### src/logic/pdc_pkg.sv
// Package for the phase comparator control register bank
package pdc_pkg;

  // ----------------------------------------
  // Bus and port widths
  // ----------------------------------------
  localparam int PDC_ADDR_W = 8;
  localparam int PDC_DATA_W = 32;
  localparam int PDC_REG_W = 24;
  localparam int PDC_RATIO_W = 19;

  // ----------------------------------------
  // Register map
  // ----------------------------------------
  localparam logic [PDC_ADDR_W-1:0] PDC_CTRL_IDX = 8'h0b;
  localparam logic [PDC_ADDR_W-1:0] PDC_CTRL_ADDR = 8'h2c;
  localparam logic [PDC_REG_W-1:0] PDC_CTRL_RESET = 24'hf8061;
  localparam logic [PDC_DATA_W-PDC_REG_W-1:0] PDC_RD_PAD = 8'h00;
  localparam logic [PDC_DATA_W-1:0] PDC_RD_NONE = 32'h0000_0000;

  // ----------------------------------------
  // Field layout, msb first
  // ----------------------------------------
  typedef struct packed {
    logic [1:0] reserved;
    logic [1:0] divider_pulse_width;
    logic spare;
    logic [1:0] counter_clock_gating;
    logic [1:0] opamp_bias;
    logic [2:0] prescaler_bias;
    logic pump_midrail_force;
    logic force_down;
    logic force_up;
    logic [1:0] slip_prevention_mode;
    logic down_pulse_enable;
    logic up_pulse_enable;
    logic polarity_flip;
    logic comparator_input_short;
    logic [2:0] reset_delay_select;
  } pdc_cfg_t;

  // ----------------------------------------
  // Field codes
  // ----------------------------------------
  localparam logic [1:0] PDC_SLIP_OFF = 2'h0;
  localparam logic [1:0] PDC_SLIP_LOW = 2'h1;
  localparam logic [1:0] PDC_SLIP_MID = 2'h2;
  localparam logic [1:0] PDC_GATE_LT32 = 2'h0;
  localparam logic [1:0] PDC_GATE_LT128 = 2'h1;
  localparam logic [1:0] PDC_GATE_LT1023 = 2'h2;
  localparam logic [1:0] PDC_GATE_ALL_ON = 2'h3;
  localparam logic [PDC_RATIO_W-1:0] PDC_RATIO_32 = 19'h00020;
  localparam logic [PDC_RATIO_W-1:0] PDC_RATIO_128 = 19'h00080;
  localparam logic [PDC_RATIO_W-1:0] PDC_RATIO_1023 = 19'h003ff;

  // ----------------------------------------
  // Timing
  // ----------------------------------------
  localparam int PDC_CLK_PERIOD_PS = 8000;
  localparam int PDC_SLIP_LOW_NS = 6;
  localparam int PDC_SLIP_MID_NS = 14;
  localparam int PDC_SLIP_HIGH_NS = 24;
  localparam int PDC_SLIP_LOW_CYC_I =
    (PDC_SLIP_LOW_NS * 1000 + PDC_CLK_PERIOD_PS - 1) / PDC_CLK_PERIOD_PS;
  localparam int PDC_SLIP_MID_CYC_I =
    (PDC_SLIP_MID_NS * 1000 + PDC_CLK_PERIOD_PS - 1) / PDC_CLK_PERIOD_PS;
  localparam int PDC_SLIP_HIGH_CYC_I =
    (PDC_SLIP_HIGH_NS * 1000 + PDC_CLK_PERIOD_PS - 1) / PDC_CLK_PERIOD_PS;
  localparam logic [2:0] PDC_SLIP_LOW_CYC = 3'(PDC_SLIP_LOW_CYC_I);
  localparam logic [2:0] PDC_SLIP_MID_CYC = 3'(PDC_SLIP_MID_CYC_I);
  localparam logic [2:0] PDC_SLIP_HIGH_CYC = 3'(PDC_SLIP_HIGH_CYC_I);
  localparam logic [2:0] PDC_CNT_MAX = 3'h7;
  localparam logic [2:0] PDC_CNT_ONE = 3'h1;

endpackage : pdc_pkg

### src/logic/pdc_edge_sync.sv
// Two-stage pin synchroniser with rising edge detect
`timescale 1ns/1ps
module pdc_edge_sync
  import pdc_pkg::*;
(
  input wire logic clk_i,
  input wire logic srst_i,
  input wire logic pin_i,
  output logic rise_o
);

  typedef struct packed {
    logic meta;
    logic sync;
    logic prev;
  } pdc_sync_st_t;

  pdc_sync_st_t st_q;
  pdc_sync_st_t st_d;

  always_comb begin
    st_d = st_q;
    st_d.meta = pin_i;
    st_d.sync = st_q.meta;
    st_d.prev = st_q.sync;
  end

  always_ff @(posedge clk_i) begin
    if (srst_i) begin
      st_q <= '0;
    end else begin
      st_q <= st_d;
    end
  end

  assign rise_o = st_q.sync & ~st_q.prev;

endmodule : pdc_edge_sync

### src/logic/pdc_pulse_stretch.sv
// Divider output pulse of selectable width
`timescale 1ns/1ps
module pdc_pulse_stretch
  import pdc_pkg::*;
(
  input wire logic clk_i,
  input wire logic srst_i,
  input wire logic trig_i,
  input wire logic [1:0] width_i,
  output logic pulse_o
);

  typedef struct packed {
    logic [2:0] cnt;
    logic pulse;
  } pdc_pulse_st_t;

  pdc_pulse_st_t st_q;
  pdc_pulse_st_t st_d;

  // Width code 0 gives one cycle, 3 gives four
  always_comb begin
    st_d = st_q;
    if (trig_i) begin
      st_d.cnt = {1'b0, width_i};
      st_d.pulse = 1'b1;
    end else if (st_q.cnt != 3'h0) begin
      st_d.cnt = st_q.cnt - PDC_CNT_ONE;
      st_d.pulse = 1'b1;
    end else begin
      st_d.pulse = 1'b0;
    end
  end

  always_ff @(posedge clk_i) begin
    if (srst_i) begin
      st_q <= '0;
    end else begin
      st_q <= st_d;
    end
  end

  assign pulse_o = st_q.pulse;

endmodule : pdc_pulse_stretch

### src/logic/pdc_ctrl.sv
// Phase comparator control register and comparator test logic
// Overview of operation
// - Three-bit reset delay select in bits 2:0, reset 1.
// - Bit 3 ties both comparator inputs together for test, reset 0.
// - Bit 4 reverses comparator sense, reset 0.
// - Bit 5 enables up pulses, reset 1; force-up overrides.
// - Bit 6 enables down pulses, reset 1; force-down overrides.
// - Bits 8:7 slip mode: off, or boost past 6, 14, 24 ns.
// - Bit 9 holds pump up output on, reset 0.
// - Bit 10 holds pump down output on, reset 0.
// - Bit 11 forces pump output to mid rail, reset 0.
// - Three-bit prescaler bias in bits 14:12, reset 0.
// - Two-bit op-amp bias in bits 16:15, reset 3.
// - Bits 18:17 gate counter below ratio 32, 128, 1023, or never.
// - Bits 21:20 set divider pulse width, shortest to longest.
//
// The implementer's own choice: the strobed register port.
`timescale 1ns/1ps
module pdc_ctrl
  import pdc_pkg::*;
(
  input wire logic clk_i,
  input wire logic srst_i,
  input wire logic [PDC_ADDR_W-1:0] addr_i,
  input wire logic [PDC_DATA_W-1:0] wdata_i,
  input wire logic wr_i,
  input wire logic rd_i,
  output logic [PDC_DATA_W-1:0] rdata_o,
  input wire logic ref_i,
  input wire logic div_i,
  input wire logic [PDC_RATIO_W-1:0] div_ratio_i,
  output pdc_cfg_t cfg_o,
  output logic pump_up_o,
  output logic pump_down_o,
  output logic pump_midrail_o,
  output logic slip_boost_up_o,
  output logic slip_boost_down_o,
  output logic counter_clock_on_o,
  output logic div_pulse_o,
  output logic [2:0] prescaler_bias_o,
  output logic [1:0] opamp_bias_o
);

  // ----------------------------------------
  // State
  // ----------------------------------------
  typedef struct packed {
    pdc_cfg_t cfg;
    logic [PDC_DATA_W-1:0] rdata;
    logic up;
    logic down;
    logic [2:0] rst_cnt;
    logic [2:0] err_cnt;
    logic pump_up;
    logic pump_down;
    logic boost_up;
    logic boost_down;
    logic clock_on;
  } pdc_st_t;

  pdc_st_t st_q;
  pdc_st_t st_d;

  logic ref_rise;
  logic div_rise;
  logic hit;
  logic set_up;
  logic set_down;
  logic both;
  logic clear;
  logic err;
  logic [2:0] slip_thr;
  logic gate_off;
  logic [PDC_RATIO_W-1:0] gate_limit;

  // ----------------------------------------
  // Pin synchronisers
  // ----------------------------------------
  pdc_edge_sync u_ref_sync (
    .clk_i(clk_i),
    .srst_i(srst_i),
    .pin_i(ref_i),
    .rise_o(ref_rise)
  );

  pdc_edge_sync u_div_sync (
    .clk_i(clk_i),
    .srst_i(srst_i),
    .pin_i(div_i),
    .rise_o(div_rise)
  );

  // ----------------------------------------
  // Divider output pulse
  // ----------------------------------------
  pdc_pulse_stretch u_div_pulse (
    .clk_i(clk_i),
    .srst_i(srst_i),
    .trig_i(div_rise),
    .width_i(st_q.cfg.divider_pulse_width),
    .pulse_o(div_pulse_o)
  );

  // ----------------------------------------
  // Decode
  // ----------------------------------------
  always_comb begin
    hit = (addr_i == PDC_CTRL_ADDR);
    // Shorted inputs make both sides see the reference edge
    set_up = st_q.cfg.comparator_input_short ? ref_rise :
      (st_q.cfg.polarity_flip ? div_rise : ref_rise);
    set_down = st_q.cfg.comparator_input_short ? ref_rise :
      (st_q.cfg.polarity_flip ? ref_rise : div_rise);
    both = st_q.up & st_q.down;
    clear = both & (st_q.rst_cnt >= st_q.cfg.reset_delay_select);
    err = st_q.up ^ st_q.down;
    unique case (st_q.cfg.slip_prevention_mode)
      PDC_SLIP_OFF: slip_thr = PDC_CNT_MAX;
      PDC_SLIP_LOW: slip_thr = PDC_SLIP_LOW_CYC;
      PDC_SLIP_MID: slip_thr = PDC_SLIP_MID_CYC;
      default: slip_thr = PDC_SLIP_HIGH_CYC;
    endcase
    unique case (st_q.cfg.counter_clock_gating)
      PDC_GATE_LT32: gate_limit = PDC_RATIO_32;
      PDC_GATE_LT128: gate_limit = PDC_RATIO_128;
      PDC_GATE_LT1023: gate_limit = PDC_RATIO_1023;
      PDC_GATE_ALL_ON: gate_limit = '0;
    endcase
    gate_off = (st_q.cfg.counter_clock_gating != PDC_GATE_ALL_ON) &&
      (div_ratio_i < gate_limit);
  end

  // ----------------------------------------
  // Next state
  // ----------------------------------------
  always_comb begin
    st_d = st_q;
    // Register write and read
    if (wr_i && hit) begin
      st_d.cfg = pdc_cfg_t'(wdata_i[PDC_REG_W-1:0]);
    end
    if (rd_i) begin
      st_d.rdata = hit ? {PDC_RD_PAD, st_q.cfg} : PDC_RD_NONE;
    end else begin
      st_d.rdata = st_q.rdata;
    end
    // Comparator latches; a new edge wins over the reset clear
    st_d.up = (st_q.up & ~clear) | set_up;
    st_d.down = (st_q.down & ~clear) | set_down;
    if (both && !clear) begin
      st_d.rst_cnt = st_q.rst_cnt + PDC_CNT_ONE;
    end else begin
      st_d.rst_cnt = '0;
    end
    // Phase error duration
    if (err) begin
      st_d.err_cnt = (st_q.err_cnt == PDC_CNT_MAX) ? st_q.err_cnt : st_q.err_cnt + PDC_CNT_ONE;
    end else begin
      st_d.err_cnt = '0;
    end
    st_d.boost_up = (st_q.cfg.slip_prevention_mode != PDC_SLIP_OFF) && err && st_q.up &&
      (st_q.err_cnt >= slip_thr);
    st_d.boost_down = (st_q.cfg.slip_prevention_mode != PDC_SLIP_OFF) && err && st_q.down &&
      (st_q.err_cnt >= slip_thr);
    // Pump outputs
    st_d.pump_up = (st_q.up & st_q.cfg.up_pulse_enable) | st_q.cfg.force_up;
    st_d.pump_down = (st_q.down & st_q.cfg.down_pulse_enable) | st_q.cfg.force_down;
    st_d.clock_on = ~gate_off;
  end

  always_ff @(posedge clk_i) begin
    if (srst_i) begin
      st_q.cfg <= PDC_CTRL_RESET;
      st_q.rdata <= '0;
      st_q.up <= 1'b0;
      st_q.down <= 1'b0;
      st_q.rst_cnt <= '0;
      st_q.err_cnt <= '0;
      st_q.pump_up <= 1'b0;
      st_q.pump_down <= 1'b0;
      st_q.boost_up <= 1'b0;
      st_q.boost_down <= 1'b0;
      st_q.clock_on <= 1'b1;
    end else begin
      st_q <= st_d;
    end
  end

  // ----------------------------------------
  // Outputs
  // ----------------------------------------
  assign rdata_o = st_q.rdata;
  assign cfg_o = st_q.cfg;
  assign pump_up_o = st_q.pump_up;
  assign pump_down_o = st_q.pump_down;
  assign pump_midrail_o = st_q.cfg.pump_midrail_force;
  assign slip_boost_up_o = st_q.boost_up;
  assign slip_boost_down_o = st_q.boost_down;
  assign counter_clock_on_o = st_q.clock_on;
  assign prescaler_bias_o = st_q.cfg.prescaler_bias;
  assign opamp_bias_o = st_q.cfg.opamp_bias;
endmodule : pdc_ctrl

### config.mk
export PLATFORM = sky130hd
export DESIGN_NAME = pdc_ctrl
export DESIGN_NICKNAME = d
export VERILOG_FILES = /design/src/logic/pdc_pkg.sv /design/src/logic/pdc_edge_sync.sv /design/src/logic/pdc_pulse_stretch.sv /design/src/logic/pdc_ctrl.sv
export SDC_FILE = /design/constraint.sdc
export NUM_CORES = 1
export LEC_CHECK = 0
export ABC_AREA = 1
export BUFFER_PORTS_ARGS = -buffer_cell sky130_fd_sc_hd__buf_4
export CAP_MARGIN = 20
export CORE_MARGIN = 3
export CORE_UTILIZATION = 39
export CTS_CLUSTER_SIZE = 20
export DETAILED_ROUTE_END_ITERATION = 7
export GPL_ROUTABILITY_DRIVEN = 0
export PLACE_DENSITY = 0.63
export SYNTH_ARGS = -nofsm -noshare
export SYNTH_HDL_FRONTEND = slang
export SYNTH_SLANG_ARGS = --single-unit
### constraint.sdc
create_clock -name clk_i -period 3.9 [get_ports clk_i]
set_input_delay 0.39 -clock clk_i [delete_from_list [all_inputs] [get_ports clk_i]]
set_output_delay 0.39 -clock clk_i [all_outputs]
set_load 0.02 [all_outputs]
==> qor.txt <==
Post-Layout Cell Count: 721
Worst path max stage delay: 410 ps
Proportion of layout cells with a drive suffix above 1: 0.264
Setup Viol. Count Final: 0
Max stage delay cell, worst path: dfxtp_1
Synthesized flop and latch total: 71
Fmax: 565 MHz
Worst EP required: 4120 ps
Drt wl/cell: 12.1 um
Fill count: 977
Area growth syn-to-layout: 18.6%
Synth cell types: 27
Crit path from: cfg_o[17]$_SDFFE_PP1P_
Synth Area in Compound Gates: 0.103
Most frequent cells after synthesis: nand2_1 (97), inv_1 (81), dfxtp_1 (71)
Initial antenna violation count: 0
CTS buffer count: 9
Nets: 676
CTS H-tree lvls: 3
Longest Clk Path Bufs: 2
Post-Synth Simple-Gate Area: 0.217
Fin crit share: 0.454
Routed wire length: 8.73 mm
FF-to-FF Start: cfg_o[17]$_SDFFE_PP1P_
Place WS: 2170 ps
Slew Viols, Final: 0
RSZ-0062 raised after global routing: false
Post-synth top area share: 0.367
Multi-input gate area: 1590 um2
Initial Utilization: 0.410
Synth Warn #: 0
Post-synthesis xor/xnor area fraction: 0.00452
Die Area: 11200 um2
Prevailing post-synth register cell: dfxtp_1
Adder-Cell Fraction of Synth Area: 0.0775
Yosys top cell by area: dfxtp_1
Reg clk slew, reported paths: 80 ps
Iter 0 DRT Violations: 131
Syn Inst Count: 534
Setup Buffers After CTS: 0
Skew-Pair Late Insertion Delay: 340 ps
Outcome: complete, no violations
Vias in the first global route: 2876
EDFF count, synth: 0
Die Width: 106 um
Setup Skew: 12.6 ps
Met1 Use GR: 0.192
Mean Syn Cell Area: 7.26 um2
Global-route wire length before repair: 14.0 mm
Final core occ: 0.486
Fin. Hold Viols: 0
Mux share of post-synthesis cell area: 0
Drt drc: 0
Crit path buf inv count: 2
DRT Pass-1 Iters: 4
P_leak: 2.30 nW
Fin crit period: 1770 ps
Hpwl dp: 6.37 mm
Post-cts resize count: 0
FF-to-FF path depth: 8
Setup TNS: 0 ps
Worst VDD drop: 0.000243 V
ANT cells: 0
Critical-path cell list: inv_1 -> ha_1 -> inv_1 -> ha_1 -> a21oi_1 -> nand2_1 -> nand3_1 -> nand3_1
CTS tree: yes
Grt total ovfl: 0
Rows: 35
Worst setup margin: 2130 ps
Cell family with most CP delay: adder cells
Reg2Reg Capture Point: counter_clock_on_o$_SDFF_PP1_
Seq/Total Area, Yosys: 0.367
GRT Total Usage: 0.154
Port Buffers: 116
Hold_sp: div_i
Slew at the pin closest to its max-slew limit: 864 ps
Clock sink total: 71
Pwr dens: 370 nW/um2
Setup slack, reg-to-reg: 2130 ps
Critical Path End Type: flop
DR vias: 3139
Main area contributors after synthesis: dfxtp_1 (37%), buf_4 (12%), nand2_1 (9.4%)
Hold path cells: 3
Count of maximum capacitance violations: 0
Vias per cell: 4.35
Crit path arrival time: 1990 ps
Detail Route Antenna Nets: 0
Met3 usage: 0.0459
Most frequent cell after synthesis: nand2_1
Storage cell area: 1420 um2
Worst Setup Start Kind: flop
Post-synth ARST share: 0
Largest net degree at the start of global routing: 55
Slew margin rel.: 0.423
Core ar.: 9460 um2
Hold Buf Count CTS: 0
WHS: 252 ps
Crit Path Class: flop to flop
Largest family of logic cells by synthesized area: buffers and inverters
Root Buffer: clkbuf_8
Worst Hold Class: input port to flop
Placed insts: 705
Mapped Area: 3880 um2
Die Ht: 106 um
Met2 usage: 0.263
GR peak layer: met2
Hold endpoint: u_div_sync.st_d[1]$_SDFF_PP0_
CP Max Fanout: 7
IO Pins: 133
power by group:
group          switching [mW]  internal, mW  total [mW]
registers              0.0215         0.763       0.784
clock network           0.284         0.365       0.649
logic                   0.149         0.117       0.266
total                   0.455          1.24        1.70
worst max-delay path by stage:
| stage | cells past startpoint | end | slack, ps |
|---|---|---|---|
| after global routing | 8 | counter_clock_on_o$_SDFF_PP1_ | 1990 |
| after global placement | 6 | rdata_o[8]$_SDFFE_PP0P_ | 1720 |
| after detailed placement | 8 | counter_clock_on_o$_SDFF_PP1_ | 2170 |
| after CTS | 8 | counter_clock_on_o$_SDFF_PP1_ | 2140 |
| after floorplan | 8 | counter_clock_on_o$_SDFF_PP1_ | 2400 |
| final | 8 | counter_clock_on_o$_SDFF_PP1_ | 2130 |
area by class of cell:
class | instances | area share
multi-input combinational | 305 | 0.346
sequential | 71 | 0.309
inverter | 83 | 0.0678
tap | 129 | 0.0351
timing repair buffer | 117 | 0.194
clock inverter | 6 | 0.0204
clock buffer | 10 | 0.0278
metal layers:
metal | routed length (um) | vias up
met2 | 4360 | 65
met3 | 433 | 6
li1 | - | 1682
met5 | 0 | -
met1 | 3860 | 1386
met4 | 72 | 0
stage by stage:
step | power [mW] | instance area, um2
2_1_floorplan | 0.983 | 3900
3_3_place_gp | 1.05 | 4360
3_5_place_dp | 1.07 | 4380
4_1_cts | 1.72 | 4600
5_1_grt | 1.79 | 4600
6_report | 1.70 | 4600
cells by family after synthesis:
group                    Yosys count
XOR/XNOR                           2
other                              1
adder cells (fa/ha/maj)           24
AO/OA/AOI/OAI                     71
flip-flops                        71
buffers and inverters            165
AND/OR/NAND/NOR                  200
cell usage in the layout, fill, tap and decap left out:
master      instances
o211ai_1            1
nand2_1            97
nor4_1              1
ha_1               24
clkinvlp_4          1
dfxtp_1            71
conb_1              8
inv_1              81
inv_6               1
o21ai_1            10
clkbuf_8            9
or2_1               1
buf_12              1
nor2_1             51
nand4_1             2
o21ai_0            21
bufinv_16           2
inv_2               2
o21bai_1            1
buf_4             116
clkinv_4            2
nand2_2            10
nand3_1            36
a21oi_2            10
a21oi_1            28
clkbuf_1            1
nand3_2             1
xnor2_1             2
nor2_4              1
sequential cells by signal, summed over array words and instances (netlist names), 2 cells and up:
name              flops
u_ref_sync.st_d       2
cfg_o                18
u_div_pulse.st_q      3
u_div_sync.st_d       2
st_q                  8
prescaler_bias_o      3
opamp_bias_o          2
rdata_o              24
worst register-to-register path, stage by stage (launching register included):
cell and delay, ps:
dfxtp_1 410, inv_1 90, ha_1 230, inv_1 210
ha_1 300, a21oi_1 160, nand2_1 100, nand3_1 90
nand3_1 70
No activity file was read; power rests on OpenSTA's default activity.
